**src/rtl/gpib_pkg.sv**
```systemverilog
package gpib_pkg;
  // Primary and secondary byte prefixes
  localparam logic [2:0] LISTEN_PREFIX = 3'h1;
  localparam logic [2:0] TALK_PREFIX = 3'h2;
  localparam logic [2:0] SECONDARY_PREFIX = 3'h3;
  localparam logic [4:0] UNIVERSAL_ADDR = 5'h1F;
  localparam logic [7:0] UNLISTEN_BYTE = 8'h3F;
  localparam logic [7:0] UNTALK_BYTE = 8'h5F;
  localparam logic [7:0] CR_BYTE = 8'h0D;
  localparam logic [7:0] DIGIT_ZERO = 8'h30;
  localparam logic [7:0] DIGIT_NINE = 8'h39;
  // Secondary command codes
  localparam logic [4:0] CMD_STATUS = 5'h00;
  localparam logic [4:0] CMD_SAVE = 5'h01;
  localparam logic [4:0] CMD_CLOSE = 5'h02;
  localparam logic [4:0] CMD_LOAD_OR_APPEND = 5'h04;
  localparam logic [4:0] CMD_TYPE_QUERY = 5'h06;
  localparam logic [4:0] CMD_FILE_HEADER = 5'h07;
  localparam logic [4:0] CMD_PRINT = 5'h09;
  localparam logic [4:0] CMD_INPUT = 5'h0C;
  localparam logic [4:0] CMD_READ = 5'h0D;
  localparam logic [4:0] CMD_WRITE = 5'h0E;
  localparam logic [4:0] CMD_LISTEN = 5'h0F;
  localparam logic [4:0] CMD_FIND = 5'h18;
  localparam logic [4:0] CMD_MARK = 5'h19;
  localparam logic [4:0] CMD_PROTECT_FILE = 5'h1A;
  localparam logic [4:0] CMD_ERROR_QUERY = 5'h1B;
  localparam logic [4:0] CMD_SPARE_LO = 5'h1C;
  localparam logic [4:0] CMD_SPARE_HI = 5'h1E;
  // Talker FIFO shape
  localparam int FIFO_WIDTH = 9;
  localparam int FIFO_DEPTH = 16;
  // Controller register map
  localparam logic [7:0] REG_TX_OFFSET = 8'h00;
  localparam logic [7:0] REG_STATUS_OFFSET = 8'h04;
  localparam logic [7:0] REG_RX_OFFSET = 8'h08;
  localparam int TX_ATN_BIT = 8;
  localparam int TX_EOI_BIT = 9;
  localparam int ST_TX_BUSY_BIT = 0;
  localparam int ST_RX_VALID_BIT = 1;
  localparam int RX_EOI_BIT = 8;
  localparam logic [15:0] PARAM_RESET = 16'h0000;
endpackage

```
**src/rtl/gpib_link_if.sv**
```systemverilog
`timescale 1ns/1ps
interface gpib_link_if;
  // Controller to drive bytes
  logic [7:0] ctl_data;
  logic ctl_atn;
  logic ctl_eoi;
  logic ctl_valid;
  logic dev_ready;
  // Drive to controller bytes
  logic [7:0] dev_data;
  logic dev_eoi;
  logic dev_valid;
  logic ctl_ready;
  modport controller (
    output ctl_data, ctl_atn, ctl_eoi, ctl_valid, ctl_ready,
    input dev_ready, dev_data, dev_eoi, dev_valid
  );
  modport drive (
    input ctl_data, ctl_atn, ctl_eoi, ctl_valid, ctl_ready,
    output dev_ready, dev_data, dev_eoi, dev_valid
  );
endinterface

```
**src/rtl/talk_fifo.sv**
```systemverilog
`timescale 1ns/1ps
module talk_fifo #(
  parameter int WIDTH = 9,
  parameter int DEPTH = 16
) (
  // Clock and reset
  input wire logic clk,
  input wire logic srst,
  // Fill side
  input wire logic [WIDTH-1:0] in_data,
  input wire logic in_valid,
  output logic in_ready,
  // Drain side
  output logic [WIDTH-1:0] out_data,
  output logic out_valid,
  input wire logic out_ready
);
  localparam int AW = $clog2(DEPTH);
  logic [WIDTH-1:0] mem [DEPTH];
  logic [AW-1:0] wr_ptr_reg;
  logic [AW-1:0] rd_ptr_reg;
  logic [AW:0] count_reg;
  logic push;
  logic pop;
  logic full_reg;

  // Ready from a flop, so the fill side never sees a decode glitch
  assign in_ready = !full_reg;
  assign out_valid = (count_reg != '0);
  assign out_data = mem[rd_ptr_reg];
  assign push = in_valid && in_ready;
  assign pop = out_valid && out_ready;

  // Storage, no reset needed on data
  always_ff @(posedge clk) begin
    if (push) begin
      mem[wr_ptr_reg] <= in_data;
    end
  end

  // Pointers and count
  always_ff @(posedge clk) begin
    if (srst) begin
      wr_ptr_reg <= '0;
      rd_ptr_reg <= '0;
      count_reg <= '0;
    end else begin
      if (push) begin
        wr_ptr_reg <= wr_ptr_reg + 1'b1;
      end
      if (pop) begin
        rd_ptr_reg <= rd_ptr_reg + 1'b1;
      end
      if (push && !pop) begin
        count_reg <= count_reg + 1'b1;
      end else if (pop && !push) begin
        count_reg <= count_reg - 1'b1;
      end
    end
  end

  // Full flag tracks the count one step ahead
  always_ff @(posedge clk) begin
    if (srst) begin
      full_reg <= 1'b0;
    end else if (push && !pop) begin
      full_reg <= (count_reg == (AW+1)'(DEPTH - 1));
    end else if (pop && !push) begin
      full_reg <= 1'b0;
    end
  end
endmodule

```
**src/rtl/tape_drive_end.sv**
```systemverilog
// The register offsets and the APB interface to the registers are this design's own decisions.
`timescale 1ns/1ps
// Operation
// - Address switches hold 1..30 binary
// - Addresses 0 and 31 never used
// - Compare addresses only under ATN
// - Listen address is 001 plus switches
// - Talk address is 010 plus switches
// - Talk sends data, listen accepts data
// - Controller sends address then secondary byte
// - Decode secondary codes 0..13; this design drops 3, 5, 8, 10 and 11
// - Decode codes 14..27, accept 28..30; this design drops 16..23
// - Parameter string follows after ATN released
// - Parameter ends on CR or EOI
// - Find passes file number to executor
// - Remote switch gates all bus control
// - Protocol switch honoured only with option
// - Talker flags final byte with EOI
// - Untalk/unlisten stops ongoing transfer
module tape_drive_end #(
  parameter bit HAS_PROTOCOL_OPTION = 1'b1
) (
  // Clock and reset
  input wire logic clk,
  input wire logic srst,
  // Bus side
  gpib_link_if.drive bus,
  // Switches, asynchronous pins
  input wire logic [4:0] device_address_switches,
  input wire logic remote_select_switch,
  input wire logic protocol_select_switch,
  // Command to tape executor
  output logic cmd_valid,
  output logic [4:0] cmd_code,
  output logic param_valid,
  output logic [15:0] param_value,
  // Listener data to executor
  output logic rx_valid,
  output logic [7:0] rx_data,
  output logic rx_eoi,
  // File data from executor for talking
  input wire logic [7:0] talk_data,
  input wire logic talk_last,
  input wire logic talk_valid,
  output logic talk_ready,
  // Addressed state
  output logic is_talker,
  output logic is_listener
);
  typedef enum logic [2:0] {
    ST_IDLE = 3'b001,
    ST_SECONDARY = 3'b010,
    ST_PARAM = 3'b100
  } parse_state_type;

  parse_state_type state_reg;
  logic [6:0] sw_s1_reg, sw_s2_reg, sw_s3_reg;
  logic [6:0] sw_reg;
  logic talk_reg, listen_reg, prim_talk_reg;
  logic cmd_valid_reg, param_valid_reg, rx_valid_reg, rx_eoi_reg;
  logic [4:0] cmd_code_reg;
  logic [15:0] param_reg;
  logic [7:0] rx_data_reg;
  logic tx_valid_reg, tx_eoi_reg;
  logic [7:0] tx_data_reg;
  logic [8:0] fifo_out;
  logic fifo_valid, fifo_pop;
  logic bus_on, atn_byte, data_byte, tx_take;

  // Address byte from a three-bit prefix and the switch value
  function automatic logic [7:0] addr_byte(input logic [2:0] prefix, input logic [4:0] a);
    return {prefix, a};
  endfunction

  // Known secondary codes; 3, 5, 8, 10, 11, 16..23 and 31 are dropped
  function automatic logic known_code(input logic [4:0] c);
    case (c)
      gpib_pkg::CMD_STATUS, gpib_pkg::CMD_SAVE, gpib_pkg::CMD_CLOSE,
      gpib_pkg::CMD_LOAD_OR_APPEND, gpib_pkg::CMD_TYPE_QUERY,
      gpib_pkg::CMD_FILE_HEADER, gpib_pkg::CMD_PRINT, gpib_pkg::CMD_INPUT,
      gpib_pkg::CMD_READ: return 1'b1;
      gpib_pkg::CMD_WRITE, gpib_pkg::CMD_LISTEN, gpib_pkg::CMD_FIND,
      gpib_pkg::CMD_MARK, gpib_pkg::CMD_PROTECT_FILE,
      gpib_pkg::CMD_ERROR_QUERY: return 1'b1;
      default: return (c >= gpib_pkg::CMD_SPARE_LO) && (c <= gpib_pkg::CMD_SPARE_HI);
    endcase
  endfunction

  // Switch pins: three flops, value taken once stages two and three agree
  always_ff @(posedge clk) begin
    if (srst) begin
      sw_s1_reg <= '0;
      sw_s2_reg <= '0;
      sw_s3_reg <= '0;
      sw_reg <= '0;
    end else begin
      sw_s1_reg <= {protocol_select_switch, remote_select_switch, device_address_switches};
      sw_s2_reg <= sw_s1_reg;
      sw_s3_reg <= sw_s2_reg;
      if (sw_s2_reg == sw_s3_reg) begin
        sw_reg <= sw_s3_reg;
      end
    end
  end

  // Bus is live only on line, and in this protocol when the option exists
  assign bus_on = sw_reg[5] && !(HAS_PROTOCOL_OPTION && sw_reg[6]);
  assign atn_byte = bus_on && bus.ctl_valid && bus.ctl_atn;
  assign data_byte = bus_on && bus.ctl_valid && !bus.ctl_atn;

  // Addressed state; a bad switch value (0 or 31) still decodes, controller must avoid it
  always_ff @(posedge clk) begin
    if (srst || !bus_on) begin
      talk_reg <= 1'b0;
      listen_reg <= 1'b0;
      prim_talk_reg <= 1'b0;
    end else if (atn_byte) begin
      if (bus.ctl_data == addr_byte(gpib_pkg::LISTEN_PREFIX, sw_reg[4:0])) begin
        listen_reg <= 1'b1;
        prim_talk_reg <= 1'b0;
      end else if (bus.ctl_data == addr_byte(gpib_pkg::TALK_PREFIX, sw_reg[4:0])) begin
        talk_reg <= 1'b1;
        prim_talk_reg <= 1'b1;
      end else if (bus.ctl_data == gpib_pkg::UNLISTEN_BYTE) begin
        listen_reg <= 1'b0;
      end else if (bus.ctl_data == gpib_pkg::UNTALK_BYTE) begin
        talk_reg <= 1'b0;
      end
    end
  end

  // Parse: my address, then secondary, then optional parameter string
  always_ff @(posedge clk) begin
    if (srst || !bus_on) begin
      state_reg <= ST_IDLE;
    end else if (atn_byte) begin
      if (bus.ctl_data == addr_byte(gpib_pkg::LISTEN_PREFIX, sw_reg[4:0]) ||
          bus.ctl_data == addr_byte(gpib_pkg::TALK_PREFIX, sw_reg[4:0])) begin
        state_reg <= ST_SECONDARY;
      end else if (state_reg == ST_SECONDARY &&
                   bus.ctl_data[7:5] == gpib_pkg::SECONDARY_PREFIX &&
                   known_code(bus.ctl_data[4:0]) && !prim_talk_reg) begin
        state_reg <= ST_PARAM;
      end else begin
        state_reg <= ST_IDLE;
      end
    end else if (data_byte && state_reg == ST_PARAM &&
                 (bus.ctl_eoi || bus.ctl_data == gpib_pkg::CR_BYTE || !listen_reg)) begin
      state_reg <= ST_IDLE;
    end else if (data_byte && state_reg == ST_SECONDARY) begin
      state_reg <= ST_IDLE;
    end
  end

  // Command strobe on a decoded secondary byte
  always_ff @(posedge clk) begin
    if (srst) begin
      cmd_valid_reg <= 1'b0;
      cmd_code_reg <= '0;
    end else begin
      cmd_valid_reg <= atn_byte && state_reg == ST_SECONDARY &&
                       bus.ctl_data[7:5] == gpib_pkg::SECONDARY_PREFIX &&
                       known_code(bus.ctl_data[4:0]);
      if (atn_byte && state_reg == ST_SECONDARY) begin
        cmd_code_reg <= bus.ctl_data[4:0];
      end
    end
  end

  // Decimal parameter; non-digits other than CR are skipped
  always_ff @(posedge clk) begin
    if (srst) begin
      param_reg <= gpib_pkg::PARAM_RESET;
      param_valid_reg <= 1'b0;
    end else begin
      param_valid_reg <= 1'b0;
      if (atn_byte) begin
        param_reg <= gpib_pkg::PARAM_RESET;
      end else if (data_byte && state_reg == ST_PARAM && listen_reg) begin
        if (bus.ctl_data >= gpib_pkg::DIGIT_ZERO && bus.ctl_data <= gpib_pkg::DIGIT_NINE &&
            !(bus.ctl_eoi && bus.ctl_data == gpib_pkg::CR_BYTE)) begin
          param_reg <= 16'(param_reg * 16'h000A + 16'(bus.ctl_data - gpib_pkg::DIGIT_ZERO));
        end
        if (bus.ctl_eoi || bus.ctl_data == gpib_pkg::CR_BYTE) begin
          param_valid_reg <= 1'b1;
        end
      end
    end
  end

  // Plain listener data once no parameter is pending
  always_ff @(posedge clk) begin
    if (srst) begin
      rx_valid_reg <= 1'b0;
      rx_data_reg <= '0;
      rx_eoi_reg <= 1'b0;
    end else begin
      rx_valid_reg <= data_byte && listen_reg && state_reg != ST_PARAM;
      if (data_byte) begin
        rx_data_reg <= bus.ctl_data;
        rx_eoi_reg <= bus.ctl_eoi;
      end
    end
  end

  talk_fifo #(
    .WIDTH(gpib_pkg::FIFO_WIDTH),
    .DEPTH(gpib_pkg::FIFO_DEPTH)
  ) u_fifo (
    .clk(clk),
    .srst(srst),
    .in_data({talk_last, talk_data}),
    .in_valid(talk_valid),
    .in_ready(talk_ready),
    .out_data(fifo_out),
    .out_valid(fifo_valid),
    .out_ready(fifo_pop)
  );

  // Output stage; refills only while talking and ATN is not held
  assign tx_take = tx_valid_reg && bus.ctl_ready;
  assign fifo_pop = talk_reg && !(bus.ctl_valid && bus.ctl_atn) &&
                    (!tx_valid_reg || tx_take);

  always_ff @(posedge clk) begin
    // Untalk empties the stage at once, so no byte slips out after it
    if (srst || !talk_reg || (atn_byte && bus.ctl_data == gpib_pkg::UNTALK_BYTE)) begin
      tx_valid_reg <= 1'b0;
      tx_data_reg <= '0;
      tx_eoi_reg <= 1'b0;
    end else if (fifo_pop) begin
      tx_valid_reg <= fifo_valid;
      tx_data_reg <= fifo_out[7:0];
      tx_eoi_reg <= fifo_out[8];
    end else if (tx_take) begin
      tx_valid_reg <= 1'b0;
    end
  end

  assign bus.dev_valid = tx_valid_reg;
  assign bus.dev_data = tx_data_reg;
  assign bus.dev_eoi = tx_eoi_reg;
  assign bus.dev_ready = 1'b1;
  assign cmd_valid = cmd_valid_reg;
  assign cmd_code = cmd_code_reg;
  assign param_valid = param_valid_reg;
  assign param_value = param_reg;
  assign rx_valid = rx_valid_reg;
  assign rx_data = rx_data_reg;
  assign rx_eoi = rx_eoi_reg;
  assign is_talker = talk_reg;
  assign is_listener = listen_reg;
endmodule

```
**src/flat_wrapper.sv**
```systemverilog
// flat-port wrapper written by rule: the top's interface ports become plain ports
module tape_drive_end_flat 
#(
  parameter bit HAS_PROTOCOL_OPTION = 1'b1
)
  (clk, srst, device_address_switches, remote_select_switch, protocol_select_switch, cmd_valid, cmd_code, param_valid, param_value, rx_valid, rx_data, rx_eoi, talk_data, talk_last, talk_valid, talk_ready, is_talker, is_listener, bus_ctl_data, bus_ctl_atn, bus_ctl_eoi, bus_ctl_valid, bus_ctl_ready, bus_dev_ready, bus_dev_data, bus_dev_eoi, bus_dev_valid);
  gpib_link_if bus_i ();
  input wire logic clk;
  input wire logic srst;
  input wire logic [4:0] device_address_switches;
  input wire logic remote_select_switch;
  input wire logic protocol_select_switch;
  output logic cmd_valid;
  output logic [4:0] cmd_code;
  output logic param_valid;
  output logic [15:0] param_value;
  output logic rx_valid;
  output logic [7:0] rx_data;
  output logic rx_eoi;
  input wire logic [7:0] talk_data;
  input wire logic talk_last;
  input wire logic talk_valid;
  output logic talk_ready;
  output logic is_talker;
  output logic is_listener;
  input wire logic [$bits(bus_i.ctl_data)-1:0] bus_ctl_data;
  input wire logic [$bits(bus_i.ctl_atn)-1:0] bus_ctl_atn;
  input wire logic [$bits(bus_i.ctl_eoi)-1:0] bus_ctl_eoi;
  input wire logic [$bits(bus_i.ctl_valid)-1:0] bus_ctl_valid;
  input wire logic [$bits(bus_i.ctl_ready)-1:0] bus_ctl_ready;
  output wire logic [$bits(bus_i.dev_ready)-1:0] bus_dev_ready;
  output wire logic [$bits(bus_i.dev_data)-1:0] bus_dev_data;
  output wire logic [$bits(bus_i.dev_eoi)-1:0] bus_dev_eoi;
  output wire logic [$bits(bus_i.dev_valid)-1:0] bus_dev_valid;
  assign bus_i.ctl_data = bus_ctl_data;
  assign bus_i.ctl_atn = bus_ctl_atn;
  assign bus_i.ctl_eoi = bus_ctl_eoi;
  assign bus_i.ctl_valid = bus_ctl_valid;
  assign bus_i.ctl_ready = bus_ctl_ready;
  assign bus_dev_ready = bus_i.dev_ready;
  assign bus_dev_data = bus_i.dev_data;
  assign bus_dev_eoi = bus_i.dev_eoi;
  assign bus_dev_valid = bus_i.dev_valid;
  tape_drive_end #(.HAS_PROTOCOL_OPTION(HAS_PROTOCOL_OPTION)) u_core (.clk(clk), .srst(srst), .bus(bus_i), .device_address_switches(device_address_switches), .remote_select_switch(remote_select_switch), .protocol_select_switch(protocol_select_switch), .cmd_valid(cmd_valid), .cmd_code(cmd_code), .param_valid(param_valid), .param_value(param_value), .rx_valid(rx_valid), .rx_data(rx_data), .rx_eoi(rx_eoi), .talk_data(talk_data), .talk_last(talk_last), .talk_valid(talk_valid), .talk_ready(talk_ready), .is_talker(is_talker), .is_listener(is_listener));
endmodule
```
**config.mk**
```make
export PLATFORM = sky130hd
export DESIGN_NAME = tape_drive_end_flat
export DESIGN_NICKNAME = d
export VERILOG_FILES = /design/src/rtl/gpib_pkg.sv /design/src/rtl/gpib_link_if.sv /design/src/rtl/talk_fifo.sv /design/src/rtl/tape_drive_end.sv /design/src/flat_wrapper.sv
export SDC_FILE = /design/constraint.sdc
export NUM_CORES = 1
export LEC_CHECK = 0
export BUFFER_PORTS_ARGS = -buffer_cell sky130_fd_sc_hd__buf_4
export CAP_MARGIN = 15
export CORE_MARGIN = 3
export CORE_UTILIZATION = 50
export DETAILED_ROUTE_END_ITERATION = 8
export GPL_ROUTABILITY_DRIVEN = 0
export GPL_TIMING_DRIVEN = 1
export PLACE_DENSITY_LB_ADDON = 0.2
export SYNTH_ARGS = -nofsm -noshare
export SYNTH_HDL_FRONTEND = slang
export SYNTH_HIERARCHICAL = 1
export SYNTH_SLANG_ARGS = --single-unit
```
**constraint.sdc**
```tcl
create_clock -name clk -period 3.7 [get_ports clk]
set_clock_uncertainty 0.2 [all_clocks]
set_input_delay 0.555 -clock clk [delete_from_list [all_inputs] [get_ports clk]]
set_output_delay 0.555 -clock clk [all_outputs]
set_load 0.02 [all_outputs]
```
* Word-level counts from Yosys, hierarchy flattened
Memories as Yosys holds them, arrays and structs flattened. A register that Yosys moved wholly into a read port is not among the register bits. Cells that the tools add are included.
Operators by class: $add $sub $neg 6, multiply operators 1, magnitude comparators 4, equal/unequal tests 27, multiplexer cells 27, bitwise gates (word level) 2, reductions and logical operators 63
Operators with widths (count):
- equality test 5 x 4 -> 1 bit, second input constant | 6
- logical AND 1 bit | 29
- equality test 5 bit, second input constant | 4
- two-way mux 1 bit | 20
- adder 16 bit | 1
- multiplier 16 x 3 -> 15 bit, second input constant | 1
- equality test 5 x 3 -> 1 bit, second input constant | 3
- two-way mux 3 bit | 5
- OR reduction 15 bit | 1
- logical NOT 1 bit | 12
- two-way mux 5 bit | 2
- nonzero test 2 bit | 5
- subtractor 8 x 6 -> 9 bit, second input constant | 1
- adder 4 x 1 -> 4 bit, second input constant | 2
- equality test 8 x 4 -> 1 bit, second input constant | 1
- equality test 8 x 6 -> 1 bit | 1
- equality test 8 x 6 -> 1 bit, second input constant | 1
- equality test 8 x 7 -> 1 bit | 1
- equality test 8 x 7 -> 1 bit, second input constant | 1
- greater-or-equal comparator 8 x 6 -> 1 bit, second input constant | 1
- less-or-equal comparator 8 x 6 -> 1 bit, second input constant | 1
- equality test 7 bit | 1
- logical OR 1 bit | 7
- equality test 3 x 2 -> 1 bit, second input constant | 2
- 18 further kinds | 21
Storage, ports and cells: bits in registers 82, RAM bits 144, input port bits 31, output and inout bits 47, logic and storage cells 151, memories 1
Memory list:
- u_core.u_fifo.mem | depth 16, bits a word 9, read ports 1, clocked after memory_dff 1, write ports 1, line talk_fifo.sv:19 | logic [WIDTH-1:0] mem [DEPTH];

* Depth between registers and ports, before layout
word-level depth 11, mapped depth 17, depth with buffers taken out 17

* Hierarchy
The synthesis kept the hierarchy.
By module, submodules not included:
- talk_fifo | times used 1, cells each 340, area each 6463.7 um^2, sequential area each 4684.5 um^2
- tape_drive_end | times used 1, cells each 489, area each 4316.6 um^2, sequential area each 1541.5 um^2

* Worst setup path after synthesis
Ideal clock, no wire load.
kind reg-to-reg, start reg u_core.param_reg[3] (netlist: u_core/param_value[3]), end reg u_core.param_reg[15] (netlist: u_core/param_value[15]), data arrival time 3.550 ns, path slack -0.129 ns, stages on the path, launching flop included 16, clock period less this slack 3.829 ns, cells stage by stage dfxtp_1 ha_1 ha_1 fa_1 a21o_1 a21oi_2 nor2b_1 o21a_1 o41ai_4 or4b_1 o211ai_1 ha_1 o21ai_0 a31oi_1 xnor2_1 a211oi_2
On the way: cells in the longest elaborated chain, start to end 2
Ends and longest elaborated chain:
- from (decl) | line tape_drive_end.sv:62 | logic [15:0] param_reg;
- from (signal assigned) | line tape_drive_end.sv:173 | param_reg <= gpib_pkg::PARAM_RESET;
- from (signal assigned) | line tape_drive_end.sv:178 | param_reg <= gpib_pkg::PARAM_RESET;
- from (signal assigned) | line tape_drive_end.sv:182 | param_reg <= 16'(param_reg * 16'h000A + 16'(bus.ctl_data - gpib_pkg::DIGIT_ZERO));
- multiplier 16 x 3 -> 15 bit | line tape_drive_end.sv:182
- adder 16 bit | line tape_drive_end.sv:182
No other way between the ends. A chain may end at the register's enable or synchronous reset.

* Worst setup path in the final report
start reg u_core.param_reg[1] (netlist: u_core/param_value[1]), end reg u_core.param_reg[15] (netlist: u_core/param_value[15])
The elaborated chain is that of the path after synthesis.

==> results.md <==
* Sum of net half-perimeters after detailed placement at between 15 and 20 mm
* Initial antenna violation count at 0
* Leading cell type in the layout, fill and taps excluded: sky130_fd_sc_hd__edfxtp_1
* Antenna diode count at 0
* Post-Place Setup Slack at -0.0906 ns
* Post-synthesis share of cell area spent on and, or, nand and nor gates at 11.0%
* Placed cell area at ~12000 sq um
* RSZ-0062 raised after global routing: yes
* Count of hold-fix buffers inserted at cts at 0
* FF/Latch Area at 6240 sq um
* Detailed-route wire length at between 20 and 25 mm
* PwrDens at between 400 and 500 nW/um^2
* CORE AREA at roughly 21000 sq um
* Detailed-router iteration count before antenna repair at 5
* WL per Instance at 18.1 um
* Chip height at ~150 um
* Total area of multi-input combinational cells at about 4300 sq um
* Largest family of logic cells by synthesized area: simple AND/OR/NAND/NOR gates
* Result of the run: finished clean
* I/O pin total at 78
* Residual DRC at 0
* CTS tree: built
* Total routing usage reported by global routing at about a fifth
* Endpoint of the worst register-to-register path: u_core/param_value[15]$_SDFFE_PP0P_
* Starting Density at 51.1%
* Number of global-route vias before repair at between 6000 and 7000
* Worst hold slack after final layout at around 0.034 ns
* Critical path data arrival time at about 3.9 ns
* Most frequent cells in the layout: sky130_fd_sc_hd__edfxtp_1 (144), sky130_fd_sc_hd__buf_4 (105), sky130_fd_sc_hd__dfxtp_1 (89), sky130_fd_sc_hd__nand2_1 (78), sky130_fd_sc_hd__nor2_1 (77)
* Total number of H-tree levels at 1
* Slew Limit Fails at 0
* Share of synthesized area spent on multiplexers at under 10%
* Highest achievable clock rate at 272 MHz
* Fin. Hold Viols at 0
* XOR/XNOR share of the synthesized area at 3.74%
* Largest register by flop count: u_core/u_fifo/mem
* CP max FO at 3
* Leakage dissipation at between 4 and 5 nW
* Nets@finish at 1009
* #FFs+latches synth at ~240
* Clock slew at the register clock pins of the worst setup and hold paths at about 0.060 ns
* Post-layout minimum cycle time at ~3.7 ns
* Skew-Pair Late Insertion Delay at about 0.53 ns
* Final antenna-violating net count at 0
* Post-synthesis sequential area ratio at between 50% and 60%
* Average vias per placed instance at 5.53
* Total clock buffers created by CTS at 26
* Predominant post-synthesis flop cell: sky130_fd_sc_hd__edfxtp_1
* Core Rows at 53
* Adder-cell share of the synthesized area at 6.48%
* Class of the most critical setup path: flop to flop
* Syn Nets at 914
* Worst Reg2Reg Path Length in Cells at 16
* Iter 0 DRT Violations at 535
* Crit start category: flop
* Die Wd at about 150 um
* Wire length of the first global-routing pass at between 30 and 40 mm
* Final worst path period share at ~99%
* Max-capacitance violation count at 0
* Critical path endpoint category: flop
* Synth unique cells at 69
* Setup-failing EPs final at 0
* Pin count of the biggest net entering global routing at 65
* Share of the core filled with cells in the final layout at approximately three fifths
* Number of synthesized flops with an enable pin at ~140
* Flip-flop count of the largest register after layout at between 100 and 150
* Filler Cell Count at 1705
* Number of vias in the routed layout at between 6000 and 7000
* Total standard cell area after synthesis at about 11000 sq um
* Leftover overflow at the end of global routing at 0
* Warnings from Yosys at 6
* Setup slack on the worst flop-to-flop path at around 0.023 ns
* IO Port Bufs at 76
* Compound-cell area share of the yosys netlist at under 10%
* Number of sinks driven by the clock tree at 239
* Synth Instances at 829
* Synth-to-Final Area Change at 16.1%
* Maximum clock insertion buffer count at 3
* Relative max-transition margin at roughly two fifths
* Worst setup margin at around 0.023 ns
* Fraction of registers with async set/reset at 0%
* Full die area at roughly 23000 sq um
* Crit path from: u_core/param_value[1]$_SDFFE_PP0P_
* VDD IR max at 0.427 mV
* Reg2Reg Launch Point: u_core/param_value[1]$_SDFFE_PP0P_
* Avg Inst Size Synth at 13.0 sq um
* Proportion of layout cells with a drive suffix above 1 at about a fifth
* Pin slew with the least headroom to its limit at 0.903 ns
* Path category of the worst min-delay check: input pin to flop
* Clock root buffer master: sky130_fd_sc_hd__clkbuf_16
* Final instance area at 12500 sq um
* Data required time at the worst endpoint at roughly 4 ns
* Crit path to: u_core/param_value[15]$_SDFFE_PP0P_
per-layer routing:
layer | track usage [%] | part of all wire [%] | vias up
met3 | 3.23 | 6.1 | 36
met2 | 30.3 | 48 | 207
met4 | 4.67 | 1.9 | 0
met1 | 27.1 | 44 | 3251
li1 | - | - | 3246
met5 | 0 | 0 | -
worst max-delay path, stage by stage, from the launching register on:
cell and delay (ns):
sky130_fd_sc_hd__dfxtp_4 0.35, sky130_fd_sc_hd__ha_4 0.24, sky130_fd_sc_hd__ha_4 0.16, sky130_fd_sc_hd__fa_2 0.34, sky130_fd_sc_hd__a21o_1 0.20, sky130_fd_sc_hd__a21oi_2 0.15, sky130_fd_sc_hd__nor2b_1 0.06, sky130_fd_sc_hd__o21a_1 0.20
sky130_fd_sc_hd__o41ai_4 0.26, sky130_fd_sc_hd__or4b_1 0.46, sky130_fd_sc_hd__o211ai_1 0.13, sky130_fd_sc_hd__ha_2 0.23, sky130_fd_sc_hd__or3_1 0.11, sky130_fd_sc_hd__o21ai_1 0.05, sky130_fd_sc_hd__a31oi_1 0.18, sky130_fd_sc_hd__xnor2_1 0.16
sky130_fd_sc_hd__a211oi_2 0.08
kinds of logic after synthesis:
kind of cell | count (synthesis)
simple gates | 249
flops | 239
compound gates | 130
mux | 55
buf+inv | 55
fa+ha+maj | 54
xor+xnor | 46
other cells | 1
cell type report:
cell class | count | share of cell area [%]
clock buffers | 35 | 5.47
inverters | 17 | 0.510
repair buffers | 105 | 6.30
flip-flops and latches | 239 | 49.9
well taps | 275 | 2.75
clock inverters | 12 | 0.770
multi-input cells | 535 | 34.3
repair_timing:
item | in CTS | in global routing
buffers inserted | 0 | 1
setup endpoints to repair | 2 | 3
resized for setup | 1 | 2
pin swaps | 8 | 1
cells in the mapped netlist (4+ instances only):
| cell | n | share of area, % |
|---|---|---|
| sky130_fd_sc_hd__edfxtp_1 | 144 | 40 |
| sky130_fd_sc_hd__dfxtp_1 | 95 | 18 |
| sky130_fd_sc_hd__nand2_1 | 78 | 2.7 |
| sky130_fd_sc_hd__nor2_1 | 77 | 2.7 |
| sky130_fd_sc_hd__ha_1 | 51 | 5.9 |
| sky130_fd_sc_hd__a21oi_1 | 48 | 2.2 |
| sky130_fd_sc_hd__nor2b_1 | 27 | 1.6 |
| sky130_fd_sc_hd__xnor2_1 | 25 | 2.0 |
| sky130_fd_sc_hd__mux4_2 | 22 | 4.6 |
| sky130_fd_sc_hd__xor2_1 | 21 | 1.7 |
| sky130_fd_sc_hd__a22oi_1 | 20 | 1.4 |
| sky130_fd_sc_hd__clkbuf_1 | 19 | 0.66 |
| sky130_fd_sc_hd__mux2i_1 | 18 | 1.7 |
| sky130_fd_sc_hd__inv_1 | 16 | 0.56 |
| sky130_fd_sc_hd__mux4_1 | 14 | 3.4 |
| sky130_fd_sc_hd__o21ai_0 | 14 | 0.65 |
| sky130_fd_sc_hd__nand3_1 | 13 | 0.60 |
| sky130_fd_sc_hd__nor3_1 | 13 | 0.60 |
| sky130_fd_sc_hd__nand2b_1 | 10 | 0.58 |
| sky130_fd_sc_hd__o21a_1 | 10 | 0.70 |
| sky130_fd_sc_hd__buf_2 | 8 | 0.37 |
| sky130_fd_sc_hd__a211oi_1 | 5 | 0.35 |
| sky130_fd_sc_hd__buf_4 | 4 | 0.28 |
| sky130_fd_sc_hd__buf_6 | 4 | 0.42 |
| sky130_fd_sc_hd__nand3b_1 | 4 | 0.28 |
| sky130_fd_sc_hd__or3_1 | 4 | 0.23 |
worst min-delay path by stage:
stage,to,cells after the start,from,slack (ns)
floorplan,u_core/sw_s2_reg[0]$_SDFF_PP0_,1,u_core/sw_s1_reg[0]$_SDFF_PP0_,0.21
global placement,u_core/sw_s2_reg[0]$_SDFF_PP0_,1,u_core/sw_s1_reg[0]$_SDFF_PP0_,0.22
detailed placement,u_core/sw_s2_reg[5]$_SDFF_PP0_,1,u_core/sw_s1_reg[5]$_SDFF_PP0_,0.23
CTS,u_core/sw_s1_reg[1]$_SDFF_PP0_,2,device_address_switches[1],0.01
global route,u_core/sw_s1_reg[6]$_SDFF_PP0_,2,protocol_select_switch,0.03
finish,u_core/sw_s1_reg[6]$_SDFF_PP0_,2,protocol_select_switch,0.03
through the flow:
step	instances	setup TNS [ns]	power, W
floorplan	829	0	0.00310
global placement	1170	-0.0644	0.00321
detailed placement	1170	-0.112	0.00321
CTS	1217	0	0.00557
global route	1218	-0.295	0.00572
finish	1218	0	0.00550
power by group:
part	internal [W]	leakage (nW)	switching, W
combinational	0.000111	2.21	0.000163
clock	0.00136	0.373	0.000984
sequential	0.00286	2.07	0.0000228
total	0.00433	4.65	0.00117
No activity file was read; power rests on OpenSTA's default activity.
